===== src/design/mrc_cfg.svh =====
// Offsets, field positions and reset values of the mode and regulator registers
`ifndef MRC_CFG_SVH
`define MRC_CFG_SVH

// ==========================================================
// Bus geometry
`define MRC_ADDR_W 8
`define MRC_DATA_W 24

// ==========================================================
// Register offsets (byte addresses)
`define MRC_OFS_MODE 8'h00
`define MRC_OFS_REGCTL 8'h04

// ==========================================================
// Mode register fields
`define MRC_B_LOCK 16
`define MRC_B_EXTSEL 15
`define MRC_B_EXTOFF 14
`define MRC_B_NORMAL 13
`define MRC_B_WK2MASK 10
`define MRC_B_WK1MASK 9
`define MRC_B_STBY 8

// ==========================================================
// Regulator control register fields
`define MRC_B_PDOFF 23
`define MRC_B_PRE_OFF 22
`define MRC_B_CORE_OFF 20
`define MRC_B_SEC_OFF 18
`define MRC_B_LIN_OFF 17
`define MRC_B_PRE_ON 14
`define MRC_B_CORE_ON 12
`define MRC_B_SEC_ON 10
`define MRC_B_LIN_ON 9

// ==========================================================
// Reset values and strobe count
`define MRC_MASK_RST 1'b0
`define MRC_PDOFF_RST 1'b0
`define MRC_READ_ZERO 24'h00_0000
`define MRC_NUM_STROBES 10

`endif


===== src/design/mrc_pkg.sv =====
// Types shared by the mode and regulator control register files
package mrc_pkg;

    // ==========================================================
    // Bus types
    typedef logic [7:0] mrc_addr_t;
    typedef logic [23:0] mrc_word_t;

    // ==========================================================
    // Main state tracked by the register block
    typedef enum logic [0:0] {
        MRC_ST_NORMAL,
        MRC_ST_STANDBY
    } mrc_state_e;

endpackage : mrc_pkg


===== src/design/mrc_pulse_bank.sv =====
// Bank of registered one-cycle request strobes
`timescale 1ns/100ps
`include "mrc_cfg.svh"

module mrc_pulse_bank #(
    parameter int N = 10 // Number of strobes
) (
    input wire logic ref_clk_i, // System clock
    input wire logic reset_i, // Synchronous reset, active high
    input wire logic [N-1:0] fire_i, // Write of a 1 this cycle
    output logic [N-1:0] pulse_o // One-cycle request pulses
);

    // ==========================================================
    // Strobe flops: never held, so nothing is stored
    logic [N-1:0] pulse_r; // Registered strobes

    genvar g;
    generate
        for (g = 0; g < N; g++) begin : g_strobe
            always_ff @(posedge ref_clk_i) begin
                if (reset_i) begin
                    pulse_r[g] <= 1'b0;
                end else begin
                    pulse_r[g] <= fire_i[g];
                end
            end
        end
    endgenerate

    assign pulse_o = pulse_r;

endmodule : mrc_pulse_bank


===== src/design/mrc_regs.sv =====
// Mode control/status and regulator enable control register block
//
// The strobed register port and the placing of the registers were decided locally.
`timescale 1ns/100ps
`include "mrc_cfg.svh"

module mrc_regs (
    input wire logic ref_clk_i, // System clock, 50 MHz
    input wire logic reset_i, // Synchronous reset, active high
    input wire mrc_pkg::mrc_addr_t addr_i, // Register byte address
    input wire mrc_pkg::mrc_word_t wdata_i, // Write data
    input wire logic wr_i, // Write strobe
    input wire logic rd_i, // Read strobe
    output mrc_pkg::mrc_word_t rdata_o, // Read data, cycle after rd_i
    input wire logic loop_lock_live_i, // Loop lock pin
    input wire logic external_clock_chosen_live_i, // Clock source pin
    input wire logic wake_input_one_i, // First wake pin
    input wire logic wake_input_two_i, // Second wake pin
    output logic external_clock_select_off_req_o, // Drop external clock
    output logic standby_entry_req_o, // Standby entry pulse
    output logic main_normal_o, // Main state is Normal
    output logic wake_event_o, // Accepted wake pulse
    output logic wake_input_one_mask_o, // First wake masked
    output logic wake_input_two_mask_o, // Second wake masked
    output logic prereg_pulldown_off_o, // Pull-down forced off
    output logic prereg_off_req_o, // Pre-regulator off pulse
    output logic core_buck_off_req_o, // Core buck off pulse
    output logic second_buck_off_req_o, // Second buck off pulse
    output logic linear_reg_off_req_o, // Linear regulator off pulse
    output logic prereg_on_req_o, // Pre-regulator on pulse
    output logic core_buck_on_req_o, // Core buck on pulse
    output logic second_buck_on_req_o, // Second buck on pulse
    output logic linear_reg_on_req_o // Linear regulator on pulse
);

    import mrc_pkg::*;
    // Everything runs on ref_clk_i; reset is synchronous and active high

    // ==========================================================
    // Address decode helper

    // True when the address selects the given offset
    // Exact compare: any other address neither writes nor reads
    function automatic logic addr_hit(input mrc_addr_t a, input mrc_addr_t ofs);
        addr_hit = (a == ofs);
    endfunction : addr_hit

    // ==========================================================
    // Declarations

    // Access decode
    logic sel_mode; // Mode register addressed
    logic sel_regctl; // Regulator register addressed
    logic wr_mode; // Write to mode register
    logic wr_regctl; // Write to regulator register

    // Stored control bits
    logic wk1_mask_r; // First wake mask
    logic wk2_mask_r; // Second wake mask
    logic pdoff_r; // Pull-down force off

    // Synchronised pins
    logic [3:0] pin_raw; // Raw pin vector
    logic [3:0] pin_lvl; // Filtered pin vector
    logic lock_lvl; // Loop locked
    logic extsel_lvl; // External clock chosen
    logic wk1_lvl; // First wake level
    logic wk2_lvl; // Second wake level

    // Main state tracking
    mrc_state_e state_r; // Current main state
    mrc_state_e state_nxt; // Next main state
    logic wake_hit; // Unmasked wake seen
    logic wake_ev_r; // Wake pulse flop
    logic wake_ev_nxt; // Wake pulse next
    logic in_normal; // Main state decodes as Normal

    // Strobes
    // Index 0..1: mode register requests (clock drop, standby)
    // Index 2..5: regulator off requests (pre, core, second, linear)
    // Index 6..9: regulator on requests (pre, core, second, linear)
    logic [`MRC_NUM_STROBES-1:0] fire; // Strobe requests now
    logic [`MRC_NUM_STROBES-1:0] pulse; // Registered strobes

    // Read path
    mrc_word_t mode_view; // Mode register read image
    mrc_word_t regctl_view; // Regulator register read image
    mrc_word_t rd_mux; // Selected read image
    mrc_word_t rdata_r; // Read data flop

    // ==========================================================
    // Access decode

    assign sel_mode = addr_hit(addr_i, `MRC_OFS_MODE);
    assign sel_regctl = addr_hit(addr_i, `MRC_OFS_REGCTL);
    assign wr_mode = wr_i & sel_mode;
    assign wr_regctl = wr_i & sel_regctl;

    // ==========================================================
    // Pin synchronisers

    // Status and wake pins arrive from outside the clock domain
    // A pin change shows in the read image three edges after it is first sampled,
    // and a level seen by only one sample is never accepted
    assign pin_raw = {wake_input_two_i, wake_input_one_i,
                      external_clock_chosen_live_i, loop_lock_live_i};

    mrc_sync3 #(
        .W(4)
    ) u_sync (
        .ref_clk_i(ref_clk_i),
        .reset_i(reset_i),
        .pin_i(pin_raw),
        .level_o(pin_lvl)
    );

    // Split the filtered vector back into named levels
    assign lock_lvl = pin_lvl[0];
    assign extsel_lvl = pin_lvl[1];
    assign wk1_lvl = pin_lvl[2];
    assign wk2_lvl = pin_lvl[3];

    // ==========================================================
    // Stored control bits

    // Wake masks, cleared at reset, written with the mode register
    // Masks are written on every mode write, so writing 0 unmasks
    always_ff @(posedge ref_clk_i) begin
        if (reset_i) begin
            wk1_mask_r <= `MRC_MASK_RST;
            wk2_mask_r <= `MRC_MASK_RST;
        end else if (wr_mode) begin
            wk1_mask_r <= wdata_i[`MRC_B_WK1MASK];
            wk2_mask_r <= wdata_i[`MRC_B_WK2MASK];
        end
    end

    // Pull-down force off, written with the regulator register
    // Level only; the pull-down itself is driven outside this block
    always_ff @(posedge ref_clk_i) begin
        if (reset_i) begin
            pdoff_r <= `MRC_PDOFF_RST;
        end else if (wr_regctl) begin
            pdoff_r <= wdata_i[`MRC_B_PDOFF];
        end
    end

    // ==========================================================
    // Request strobes

    // A written 1 fires a strobe; a written 0 does nothing
    // Mode register requests
    assign fire[0] = wr_mode & wdata_i[`MRC_B_EXTOFF];
    assign fire[1] = wr_mode & wdata_i[`MRC_B_STBY];
    // Regulator off requests
    assign fire[2] = wr_regctl & wdata_i[`MRC_B_PRE_OFF];
    assign fire[3] = wr_regctl & wdata_i[`MRC_B_CORE_OFF];
    assign fire[4] = wr_regctl & wdata_i[`MRC_B_SEC_OFF];
    assign fire[5] = wr_regctl & wdata_i[`MRC_B_LIN_OFF];
    // Regulator on requests
    assign fire[6] = wr_regctl & wdata_i[`MRC_B_PRE_ON];
    assign fire[7] = wr_regctl & wdata_i[`MRC_B_CORE_ON];
    assign fire[8] = wr_regctl & wdata_i[`MRC_B_SEC_ON];
    assign fire[9] = wr_regctl & wdata_i[`MRC_B_LIN_ON];

    // Strobes last one cycle and are never stored
    // Registering them keeps the requests glitch free downstream
    mrc_pulse_bank #(
        .N(`MRC_NUM_STROBES)
    ) u_pulses (
        .ref_clk_i(ref_clk_i),
        .reset_i(reset_i),
        .fire_i(fire),
        .pulse_o(pulse)
    );

    // ==========================================================
    // Main state tracking

    // Only reset or an unmasked wake input can bring the block back
    // Wake is level sensitive: a level still high on Standby entry wakes at once
    assign wake_hit = (wk1_lvl & ~wk1_mask_r) | (wk2_lvl & ~wk2_mask_r);

    // Standby entry on request, return to Normal on wake
    always_comb begin
        state_nxt = state_r;
        wake_ev_nxt = 1'b0;
        case (state_r)
            MRC_ST_NORMAL: begin
                // Standby request leaves Normal
                if (fire[1]) begin
                    state_nxt = MRC_ST_STANDBY;
                end
            end
            MRC_ST_STANDBY: begin
                // A standby request here is ignored; its pulse still goes out
                // Wake returns to Normal
                if (wake_hit) begin
                    state_nxt = MRC_ST_NORMAL;
                    wake_ev_nxt = 1'b1;
                end
            end
            default: begin
                // Unknown encoding recovers to Normal
                state_nxt = MRC_ST_NORMAL;
            end
        endcase
    end

    // State flop: reset lands in Normal so the status reads 1
    always_ff @(posedge ref_clk_i) begin
        if (reset_i) begin
            state_r <= MRC_ST_NORMAL;
            wake_ev_r <= 1'b0;
        end else begin
            state_r <= state_nxt;
            wake_ev_r <= wake_ev_nxt;
        end
    end

    // Normal decode shared by the status bit and the status output
    assign in_normal = (state_r == MRC_ST_NORMAL);

    // ==========================================================
    // Read images

    // Mode register: live status, masks; request bits read zero
    always_comb begin
        // Reserved and request bits stay zero
        mode_view = `MRC_READ_ZERO;
        mode_view[`MRC_B_LOCK] = lock_lvl;
        mode_view[`MRC_B_EXTSEL] = extsel_lvl;
        mode_view[`MRC_B_NORMAL] = in_normal;
        mode_view[`MRC_B_WK2MASK] = wk2_mask_r;
        mode_view[`MRC_B_WK1MASK] = wk1_mask_r;
    end

    // Regulator register: only the pull-down bit reads back
    always_comb begin
        // Enable and disable requests are strobes and read zero
        regctl_view = `MRC_READ_ZERO;
        regctl_view[`MRC_B_PDOFF] = pdoff_r;
    end

    // Unmapped addresses read zero
    // Priority does not matter: the two offsets never match together
    assign rd_mux = sel_mode ? mode_view :
                    sel_regctl ? regctl_view : `MRC_READ_ZERO;

    // ==========================================================
    // Read data flop

    // Data stands only in the cycle after the read strobe
    // Clearing between reads keeps a stale image off the bus
    always_ff @(posedge ref_clk_i) begin
        if (reset_i) begin
            rdata_r <= `MRC_READ_ZERO;
        end else if (rd_i) begin
            rdata_r <= rd_mux;
        end else begin
            rdata_r <= `MRC_READ_ZERO;
        end
    end

    // ==========================================================
    // Outputs

    // Read data
    assign rdata_o = rdata_r;

    // Mode register request strobes
    assign external_clock_select_off_req_o = pulse[0];
    assign standby_entry_req_o = pulse[1];

    // Regulator request strobes
    assign prereg_off_req_o = pulse[2];
    assign core_buck_off_req_o = pulse[3];
    assign second_buck_off_req_o = pulse[4];
    assign linear_reg_off_req_o = pulse[5];
    assign prereg_on_req_o = pulse[6];
    assign core_buck_on_req_o = pulse[7];
    assign second_buck_on_req_o = pulse[8];
    assign linear_reg_on_req_o = pulse[9];

    // Main state and stored levels
    assign main_normal_o = in_normal;
    assign wake_event_o = wake_ev_r;
    assign wake_input_one_mask_o = wk1_mask_r;
    assign wake_input_two_mask_o = wk2_mask_r;
    assign prereg_pulldown_off_o = pdoff_r;

endmodule : mrc_regs


===== src/design/mrc_sync3.sv =====
// Three-stage synchroniser with agreement filter for pin inputs
`timescale 1ns/100ps
`include "mrc_cfg.svh"

module mrc_sync3 #(
    parameter int W = 4 // Number of pins
) (
    input wire logic ref_clk_i, // System clock
    input wire logic reset_i, // Synchronous reset, active high
    input wire logic [W-1:0] pin_i, // Asynchronous pin levels
    output logic [W-1:0] level_o // Filtered levels
);

    // ==========================================================
    // Stages
    logic [W-1:0] s1_r; // First stage, read only by second
    logic [W-1:0] s2_r; // Second stage
    logic [W-1:0] s3_r; // Third stage
    logic [W-1:0] level_r; // Accepted level

    // Shift chain and accept a change once stages two and three agree
    genvar g;
    generate
        for (g = 0; g < W; g++) begin : g_bit
            always_ff @(posedge ref_clk_i) begin
                if (reset_i) begin
                    s1_r[g] <= 1'b0;
                    s2_r[g] <= 1'b0;
                    s3_r[g] <= 1'b0;
                    level_r[g] <= 1'b0;
                end else begin
                    s1_r[g] <= pin_i[g];
                    s2_r[g] <= s1_r[g];
                    s3_r[g] <= s2_r[g];
                    if (s2_r[g] == s3_r[g]) begin
                        level_r[g] <= s3_r[g];
                    end
                end
            end
        end
    endgenerate

    assign level_o = level_r;

endmodule : mrc_sync3


===== config.mk =====
export PLATFORM = sky130hd
export DESIGN_NAME = mrc_regs
export DESIGN_NICKNAME = d
export VERILOG_FILES = /design/src/design/mrc_pkg.sv /design/src/design/mrc_pulse_bank.sv /design/src/design/mrc_regs.sv /design/src/design/mrc_sync3.sv
export VERILOG_INCLUDE_DIRS = /design/src /design/src/design
export SDC_FILE = /design/constraint.sdc
export NUM_CORES = 1
export LEC_CHECK = 0
export BUFFER_PORTS_ARGS = -buffer_cell sky130_fd_sc_hd__buf_2
export CAP_MARGIN = 10
export CELL_PAD_IN_SITES_DETAIL_PLACEMENT = 2
export CELL_PAD_IN_SITES_GLOBAL_PLACEMENT = 2
export CORE_UTILIZATION = 28
export CTS_BUF_LIST = sky130_fd_sc_hd__clkbuf_2
export CTS_CLUSTER_SIZE = 20
export DETAILED_ROUTE_END_ITERATION = 8
export PLACE_DENSITY = 0.93
export SETUP_SLACK_MARGIN = 0.05
export SLEW_MARGIN = 5
export SYNTH_ARGS = -nofsm -noshare
export SYNTH_HDL_FRONTEND = slang
export SYNTH_HIERARCHICAL = 1
export SYNTH_SLANG_ARGS = --single-unit

===== constraint.sdc =====
create_clock -name ref_clk_i -period 5.6 [get_ports ref_clk_i]
set_clock_uncertainty 0.1 [all_clocks]
set_input_delay 1.68 -clock ref_clk_i [delete_from_list [all_inputs] [get_ports ref_clk_i]]
set_output_delay 1.68 -clock ref_clk_i [all_outputs]
set_load 0.01 [all_outputs]

Yosys cells after proc, flatten, opt, wreduce, memory -nomap -nowiden --
Index checks and enable logic that the tools add are counted.
Cells by class: equal/unequal tests 5, mux-type cells 5, bitwise operators 20, reductions and logical operators 5
Operator list (count):
- 17-bit 2-to-1 mux | 1
- 1-bit AND | 14
- 8-bit by 3-bit == test with 1-bit output, second input constant | 1
- 8-bit logical NOT | 1
- 1-bit NOT | 5
- 1-bit == test | 4
- 2-bit OR reduction | 2
- 4-bit OR reduction | 1
- 1-bit 2-to-1 mux | 3
- 3-bit OR reduction | 1
- 1-bit case mux with 2 select lines | 1
- 1-bit OR | 1
Storage, ports and cells: register bits after elaboration 55, bits of input ports 40, output and inout port bits 39, logic and storage cells 69

Longest topological paths before layout --
Gate-level depths: netlist of run 1.
depth after elaboration 5, depth in mapped cells 4, mapped depth without buffers 4

Cells and area by module --
The synthesis of run 1 kept the hierarchy.
By module, submodules not included:
- mrc_regs | instances 1, cells an instance 71, area each 661.9 sq um, seq. area each 220.2 sq um
- mrc_sync3 | instances 1, cells an instance 41, area each 486.7 sq um, seq. area each 320.3 sq um
- mrc_pulse_bank | instances 1, cells an instance 20, area each 262.8 sq um, seq. area each 200.2 sq um

Least setup slack after synthesis of run 1 --
No wires, ideal clock.
path kind input to register, from input addr_i[5], to register u_pulses.pulse_r[2], in the netlist u_pulses/pulse_o[2], setup time 0.065 ns, arrival time 2.795 ns, data required time 5.435 ns, slack 2.640 ns, cell stages on the path 4, buffers on the path 0, path through or4_4 nor3_4 and2_2 nor2b_1
On the way: cells in the longest elaborated chain, start to end 3
RTL lines:
- from (decl) | RTL line mrc_regs.sv:10 | input wire mrc_pkg::mrc_addr_t addr_i,
- 8-bit by 3-bit == test with 1-bit output | RTL line mrc_regs.sv:45 | addr_hit = (a == ofs);
- 1-bit AND | RTL line mrc_regs.sv:97 | assign wr_regctl = wr_i & sel_regctl;
- 1-bit AND | RTL line mrc_regs.sv:156 | assign fire[2] = wr_regctl & wdata_i[`MRC_B_PRE_OFF];
- via fire[2] | RTL line mrc_regs.sv:82 | logic [`MRC_NUM_STROBES-1:0] fire;
- to (signal, indexed assignment) | RTL line mrc_pulse_bank.sv:25 | pulse_r[g] <= fire_i[g];
- to (decl) | RTL line mrc_pulse_bank.sv:16 | logic [N-1:0] pulse_r;
The timed path passes the listed nets, and every way through them passes these cells. A chain may end at the register's enable or synchronous reset.

Final worst setup path of run 1 --
from input addr_i[5], to register u_pulses.pulse_r[9], in the netlist u_pulses/pulse_o[9]
On the way: cells in the longest elaborated chain, start to end 3
RTL lines:
- 8-bit by 3-bit == test with 1-bit output | RTL line mrc_regs.sv:45
- 1-bit AND | RTL line mrc_regs.sv:97
- 1-bit AND | RTL line mrc_regs.sv:164 | assign fire[9] = wr_regctl & wdata_i[`MRC_B_LIN_ON];
- via fire[9] | RTL line mrc_regs.sv:82
The timed path passes the listed nets, and every way through them passes these cells.

==> results of run 1 <==
==> registers in the layout (all words and copies together), names as in the netlist <==
name	count
u_sync/s1_r	4
u_sync/s3_r	4
wake_input_two_mask_o	1
wake_input_one_mask_o	1
u_sync/level_o	4
wake_event_o	1
prereg_pulldown_off_o	1
u_sync/s2_r	4
state_r	1
u_pulses/pulse_o	10
rdata_o	6
==> metrics by stage <==
stage	setup WS, ps	cell area, um^2	total power, uW
floorplan	2640	1475	297.0
global placement	2374	1643	299.4
detailed placement	2334	1643	301.1
CTS	2770	1733	515.6
global route	2690	1733	527.5
finish	2773	1733	505.7
==> cell usage in the layout, fill, tap and decap left out, drive strengths merged <==
master | synthesis | final
mux2i | 3 | 3
and2b | 6 | 6
a32o | 1 | 1
a21oi | 4 | 4
dfxtp | 37 | 37
or4b | 2 | 2
conb | 1 | 18
o21ai | 4 | 4
and2 | 15 | 15
a22oi | 1 | 1
nor3 | 3 | 3
clkbuf | 0 | 5
nor2b | 16 | 16
and3 | 1 | 1
nor4 | 2 | 2
inv | 5 | 5
or4 | 1 | 1
clkinv | 0 | 1
nand2 | 11 | 11
bufinv | 0 | 2
buf | 19 | 46
==> layout make-up <==
cell class              instances  area (um^2)
flip-flops and latches         37        740.7
clock buffers                   5        25.02
multi-input cells              88        569.3
repair buffers                 46        230.2
well taps                      67        83.83
fillers                       574         3053
clock inverters                 3        65.06
inverters                       5        18.77
==> metal layers <==
| metal | part of all wire | track usage | wire length, um | vias to the layer above |
|---|---|---|---|---|
| met5 | 0 | 0 | 0 | - |
| met4 | 0.024 | 0.06536 | 71 | 0 |
| met3 | 0.056 | 0.03453 | 168 | 7 |
| met2 | 0.57 | 0.2418 | 1712 | 37 |
| met1 | 0.35 | 0.1232 | 1067 | 477 |
| li1 | - | - | - | 488 |
==> kinds of logic (layout without fill, tap and decap cells) <==
group / count (synthesis) / in the layout / synth area share
simple gates: 57 / 57 / 0.2934
mux: 3 / 3 / 0.02128
buf+inv: 24 / 59 / 0.1170
other cells: 1 / 18 / 0.002657
compound gates: 10 / 10 / 0.04078
flops: 37 / 37 / 0.5248
==> power by group through the flow <==
stage / clock (uW) / combinational [uW] / sequential (uW)
after floorplan: 0 / 23.4 / 274
after global placement: 0 / 25.7 / 274
after detailed placement: 0 / 27.0 / 274
after CTS: 220 / 27.0 / 269
after global routing: 228 / 29.8 / 269
final: 210 / 26.6 / 269
==> worst register-to-register path, delay by kind of cell (launching register included) <==
| kind | cells | cell delay, ps |
|---|---|---|
| DFF | 1 | 430 |
| AOI/OAI and AO/OA | 2 | 390 |
| buffers and inverters | 1 | 60 |
==> worst paths after layout <==
kind                                       startpoint                   to  slack, ps  cells past startpoint
worst min register to register         u_sync/s1_r[0]       u_sync/s2_r[0]        360                      1
worst max register to register  wake_input_two_mask_o              state_r       4590                      3
worst min-delay path                   u_sync/s1_r[0]       u_sync/s2_r[0]        360                      1
worst max-delay path                        addr_i[5]  u_pulses/pulse_o[9]       2770                      5
==> impl_metrics.csv, run 1 <==
group,metric,value,unit
outcome,status,"finished clean",
setup_path,cpPeakStageDelay,590,ps
setup_path,cp.buffers_inverters,1,
cts,path_clk_slew,190,ps
global_route,antenna_found_initial,0,
logic_synthesis,synth_ff_type,"dfxtp_1",
setup_path,cp-start-kind,"input port",
logic_synthesis,ys_seq_area_frac,0.5248,
route,drtIter0Drc,15,
setup_path,crit_slowest_cell,"or4_4",
sta,fin_setup_tns,0,ps
cts,htree_num_levels,2,
pwr,leakagePower,0.0008138,uW
setup_path,worstPathRequired,5830,ps
die,design.core.area,4786,um^2
cts,ctsResizeCount,0,
job,cap_violations,0,
logic_synthesis,synth_top_area_share,0.5248,
sta,max_slew_margin,0.6531,
sta,slew_viol_final,0,
pwr,swShare,0.2139,
logic_synthesis,ys_top_cells_by_area,"dfxtp_1, buf_4, nor2b_1",
route,routed_wl,3.019,mm
sta,max_freq,0.3537,GHz
route,drc,0,
setup_path,crit_family,"simple AND/OR/NAND/NOR gates",
logic_synthesis,synth_seq_cells,37,
pwr,switchingPower,108.2,uW
placed_design,gp_congestion,0.6579,
logic_synthesis,synth_cells,132,
sta,min_period,2827,ps
setup_path,worstPathCellList,"buf_2, or4_4, nor3_4, and2_2, nor2b_1",
cts,numCtsBuffers,5,
die,die_w,73.00,um
cts,holdBufCountCts,0,
die,dieHeight,73.00,um
finish,utilization,0.3621,
sta,min_period_over_period,0.5048,
cts,clock-sinks,37,
global_route,grt_pass1_vias,1027,
setup_path,cp_data_arrival_time,3060,ps
sta,setup_viol,0,
global_route,grt_pass1_wl,4.954,mm
route,via_per_inst,4.020,
cts,cts_setup_buffers,0,
die,die_area,5328,um^2
logic_synthesis,yosys_warnings,6,
pwr,clkPwrFrac,0.416,
placed_design,hpwl,2.403,mm
pwr,p_int,397.5,uW
global_route,grt.total_usage,0.1268,
global_route,grt_overflow,0,
finish,synthToLayoutAreaGrowth,22.78,%
route,firstDrtPassIters,4,
finish,fin_nets,223,
sta,rsz0062_at_grt,"no",
die,io_pins,79,
sta,worst_pin_slew,520.3,ps
logic_synthesis,synth_common_cells,"dfxtp_1, buf_4, nor2b_1, nand2_1, and2_2",
cts,insertion_delay,380,ps
cts,cts_tree,"done",
logic_synthesis,synth_edf_count,0,
logic_synthesis,synth_cell_type_count,24,
cts,cts-root-buf,"clkbuf_2",
die,start_util,0.2949,
logic_synthesis,syn_avg_cell_area,10.69,um^2
finish,layoutNonFillerInstCount,251,
logic_synthesis,synth_top_area_cell,"dfxtp_1",
finish,drive_above_1_share,0.4185,
pwr,sequentialPowerShare,0.531,
route,wl_per_cell,12.03,um
placed_design,port_buffers,46,
worst_hold_path,hp-class,"flip-flop to flip-flop",
logic_synthesis,synth_area,1411,um^2
setup_path,crit_type,"input port to flip-flop",
route,antenna_left,0,
pwr,p_per_area,291.8,nW/um^2
placed_design,dp_cells,243,
sta,holdWs,360.1,ps
die,placementRows,25,
setup_path,crit_fanout,9,
logic_synthesis,synth_most_common_cell,"dfxtp_1",
pwr,irDropWorstVdd,0.07838,mV
setup_path,critPathCaptureType,"flip-flop",
route,vias,1009,
pwr,p_comb_frac,0.053,
finish,num_antenna_cells,0,
logic_synthesis,async_reset_ff_frac,0,
cts,cts.path.max_buffers,2,
sta,finalHoldViolCount,0,
global_route,grt_max_degree,30,
Note: power is estimated with default switching activity, not from simulation.
==> inputs of run 2 (changes only) <==
CORE_UTILIZATION = 26   (was 28)
PLACE_DENSITY = 0.88   (was 0.93)
clock period = 2.8 ns   (was 5.6 ns; I/O delays follow)
==> impl_metrics.csv, run 2 (same netlist as run 1, synthesis figures left out) <==
group,metric,value,unit
outcome,status,"finished clean",
cts,insertion_delay,380,ps
placed_design,place_ws,322.8,ps
finish,fin_nets,224,
cts,htree_num_levels,2,
sta,rsz0062_at_grt,"no",
worst_hold_path,hp-class,"flip-flop to flip-flop",
setup_path,cp_data_arrival_time,2250,ps
route,drtIter0Drc,25,
route,firstDrtPassIters,3,
global_route,grt_pass1_vias,1049,
finish,most-common-layout-cells,"buf_2, dfxtp_1, conb_1",
placed_design,dp_cells,247,
cts,cts_tree,"done",
route,antenna_left,0,
die,placementRows,26,
finish,drive_above_1_share,0.4162,
die,dieHeight,75.68,um
route,via_per_inst,3.973,
setup_path,crit_fanout,9,
sta,setup_viol,0,
finish,layoutNonFillerInstCount,255,
sta,slew_viol_final,0,
placed_design,gp_congestion,0.6306,
pwr,p_per_area,536.8,nW/um^2
die,io_pins,79,
sta,max_freq,0.4949,GHz
route,vias,1013,
setup_path,r2r_slack,1780,ps
die,start_util,0.2729,
finish,largest_register_ff_count,10,
sta,min_period_over_period,0.7216,
pwr,irDropWorstVdd,0.1803,mV
die,design.core.area,5172,um^2
finish,layout_commonest_cell,"buf_2",
finish,multi_input_area,569.3,um^2
cts,cts.path.max_buffers,2,
finish,num_antenna_cells,0,
setup_path,crit_type,"input port to flip-flop",
sta,worst_slack,779.5,ps
global_route,grt_overflow,0,
global_route,antenna_found_initial,0,
finish,seq_area,740.7,um^2
placed_design,hpwl,2.276,mm
job,cap_violations,0,
sta,min_period,2020,ps
cts,holdBufCountCts,0,
finish,n_fill_cell,586,
global_route,grt_pass1_wl,4.809,mm
cts,numCtsBuffers,5,
setup_path,worstPathRequired,3030,ps
setup_path,critPathCaptureType,"flip-flop",
die,die_w,75.68,um
global_route,grt_max_degree,29,
sta,holdWs,341.6,ps
cts,cts_setup_buffers,0,
cts,cts-root-buf,"clkbuf_2",
die,die_area,5727,um^2
route,routed_wl,2.981,mm
cts,ctsResizeCount,0,
route,wl_per_cell,11.69,um
cts,path_clk_slew,210,ps
finish,synthToLayoutAreaGrowth,21.90,%
route,drc,0,
cts,clock-sinks,37,
global_route,grt.total_usage,0.1187,
sta,fin_setup_tns,0,ps
pwr,leakagePower,0.0008023,uW
sta,finalHoldViolCount,0,
placed_design,port_buffers,46,
setup_path,cp-start-kind,"input port",
==> run 2: cell count changes in the layout (fill, tap and decap cells not counted) <==
cell	delta
buf_4	+1
bufinv_16	-1
clkinv_1	+1
clkinv_2	-1
clkinvlp_4	+1
==> run 2: report_power, final <==
part / internal (uW) / switching, uW
logic: 22.2 / 32.2
clock network: 148 / 184
registers: 535 / 2.56
==> run 2: layer usage <==
metal | wire length, um | GRT usage | share of wire | vias to the layer above
met3 | 183 | 0.03571 | 0.061 | 4
met1 | 1181 | 0.1218 | 0.40 | 475
met5 | 0 | 0 | 0 | -
met4 | 57 | 0.05556 | 0.019 | 0
li1 | - | - | - | 493
met2 | 1558 | 0.2202 | 0.52 | 41
==> run 2: worst max-delay path, cell delays in order <==
cell	delay (ps)
buf_2	100
or4_4	590
nor3_4	380
and2_2	200
nor2b_1	140
==> run 2: per-stage QoR <==
step,util,total power [uW],cell area (um^2)
6_report,0.3326,923.5,1720
5_1_grt,0.3326,966.2,1720
4_1_cts,0.3326,937.6,1720
3_5_place_dp,0.3198,602.9,1654
3_3_place_gp,0.3198,600.6,1654
2_1_floorplan,-,594.0,1475
==> run 2: layout make-up <==
cell class                      count  share of cell area
Clock buffer                        5             0.01455
Clock inverter                      3             0.02400
Inverter                            5             0.01091
Multi-Input combinational cell     88              0.3309
Sequential cell                    37              0.4305
Tap cell                           70             0.05091
Timing Repair Buffer               47              0.1382
==> run 2: final timing paths <==
check | start | to | cells after the start
setup / recovery | addr_i[5] | u_pulses/pulse_o[7] | 5
hold reg to reg | u_sync/s1_r[0] | u_sync/s2_r[0] | 1
setup reg to reg | wake_input_one_mask_o | state_r | 3
hold / removal | u_sync/s1_r[0] | u_sync/s2_r[0] | 1
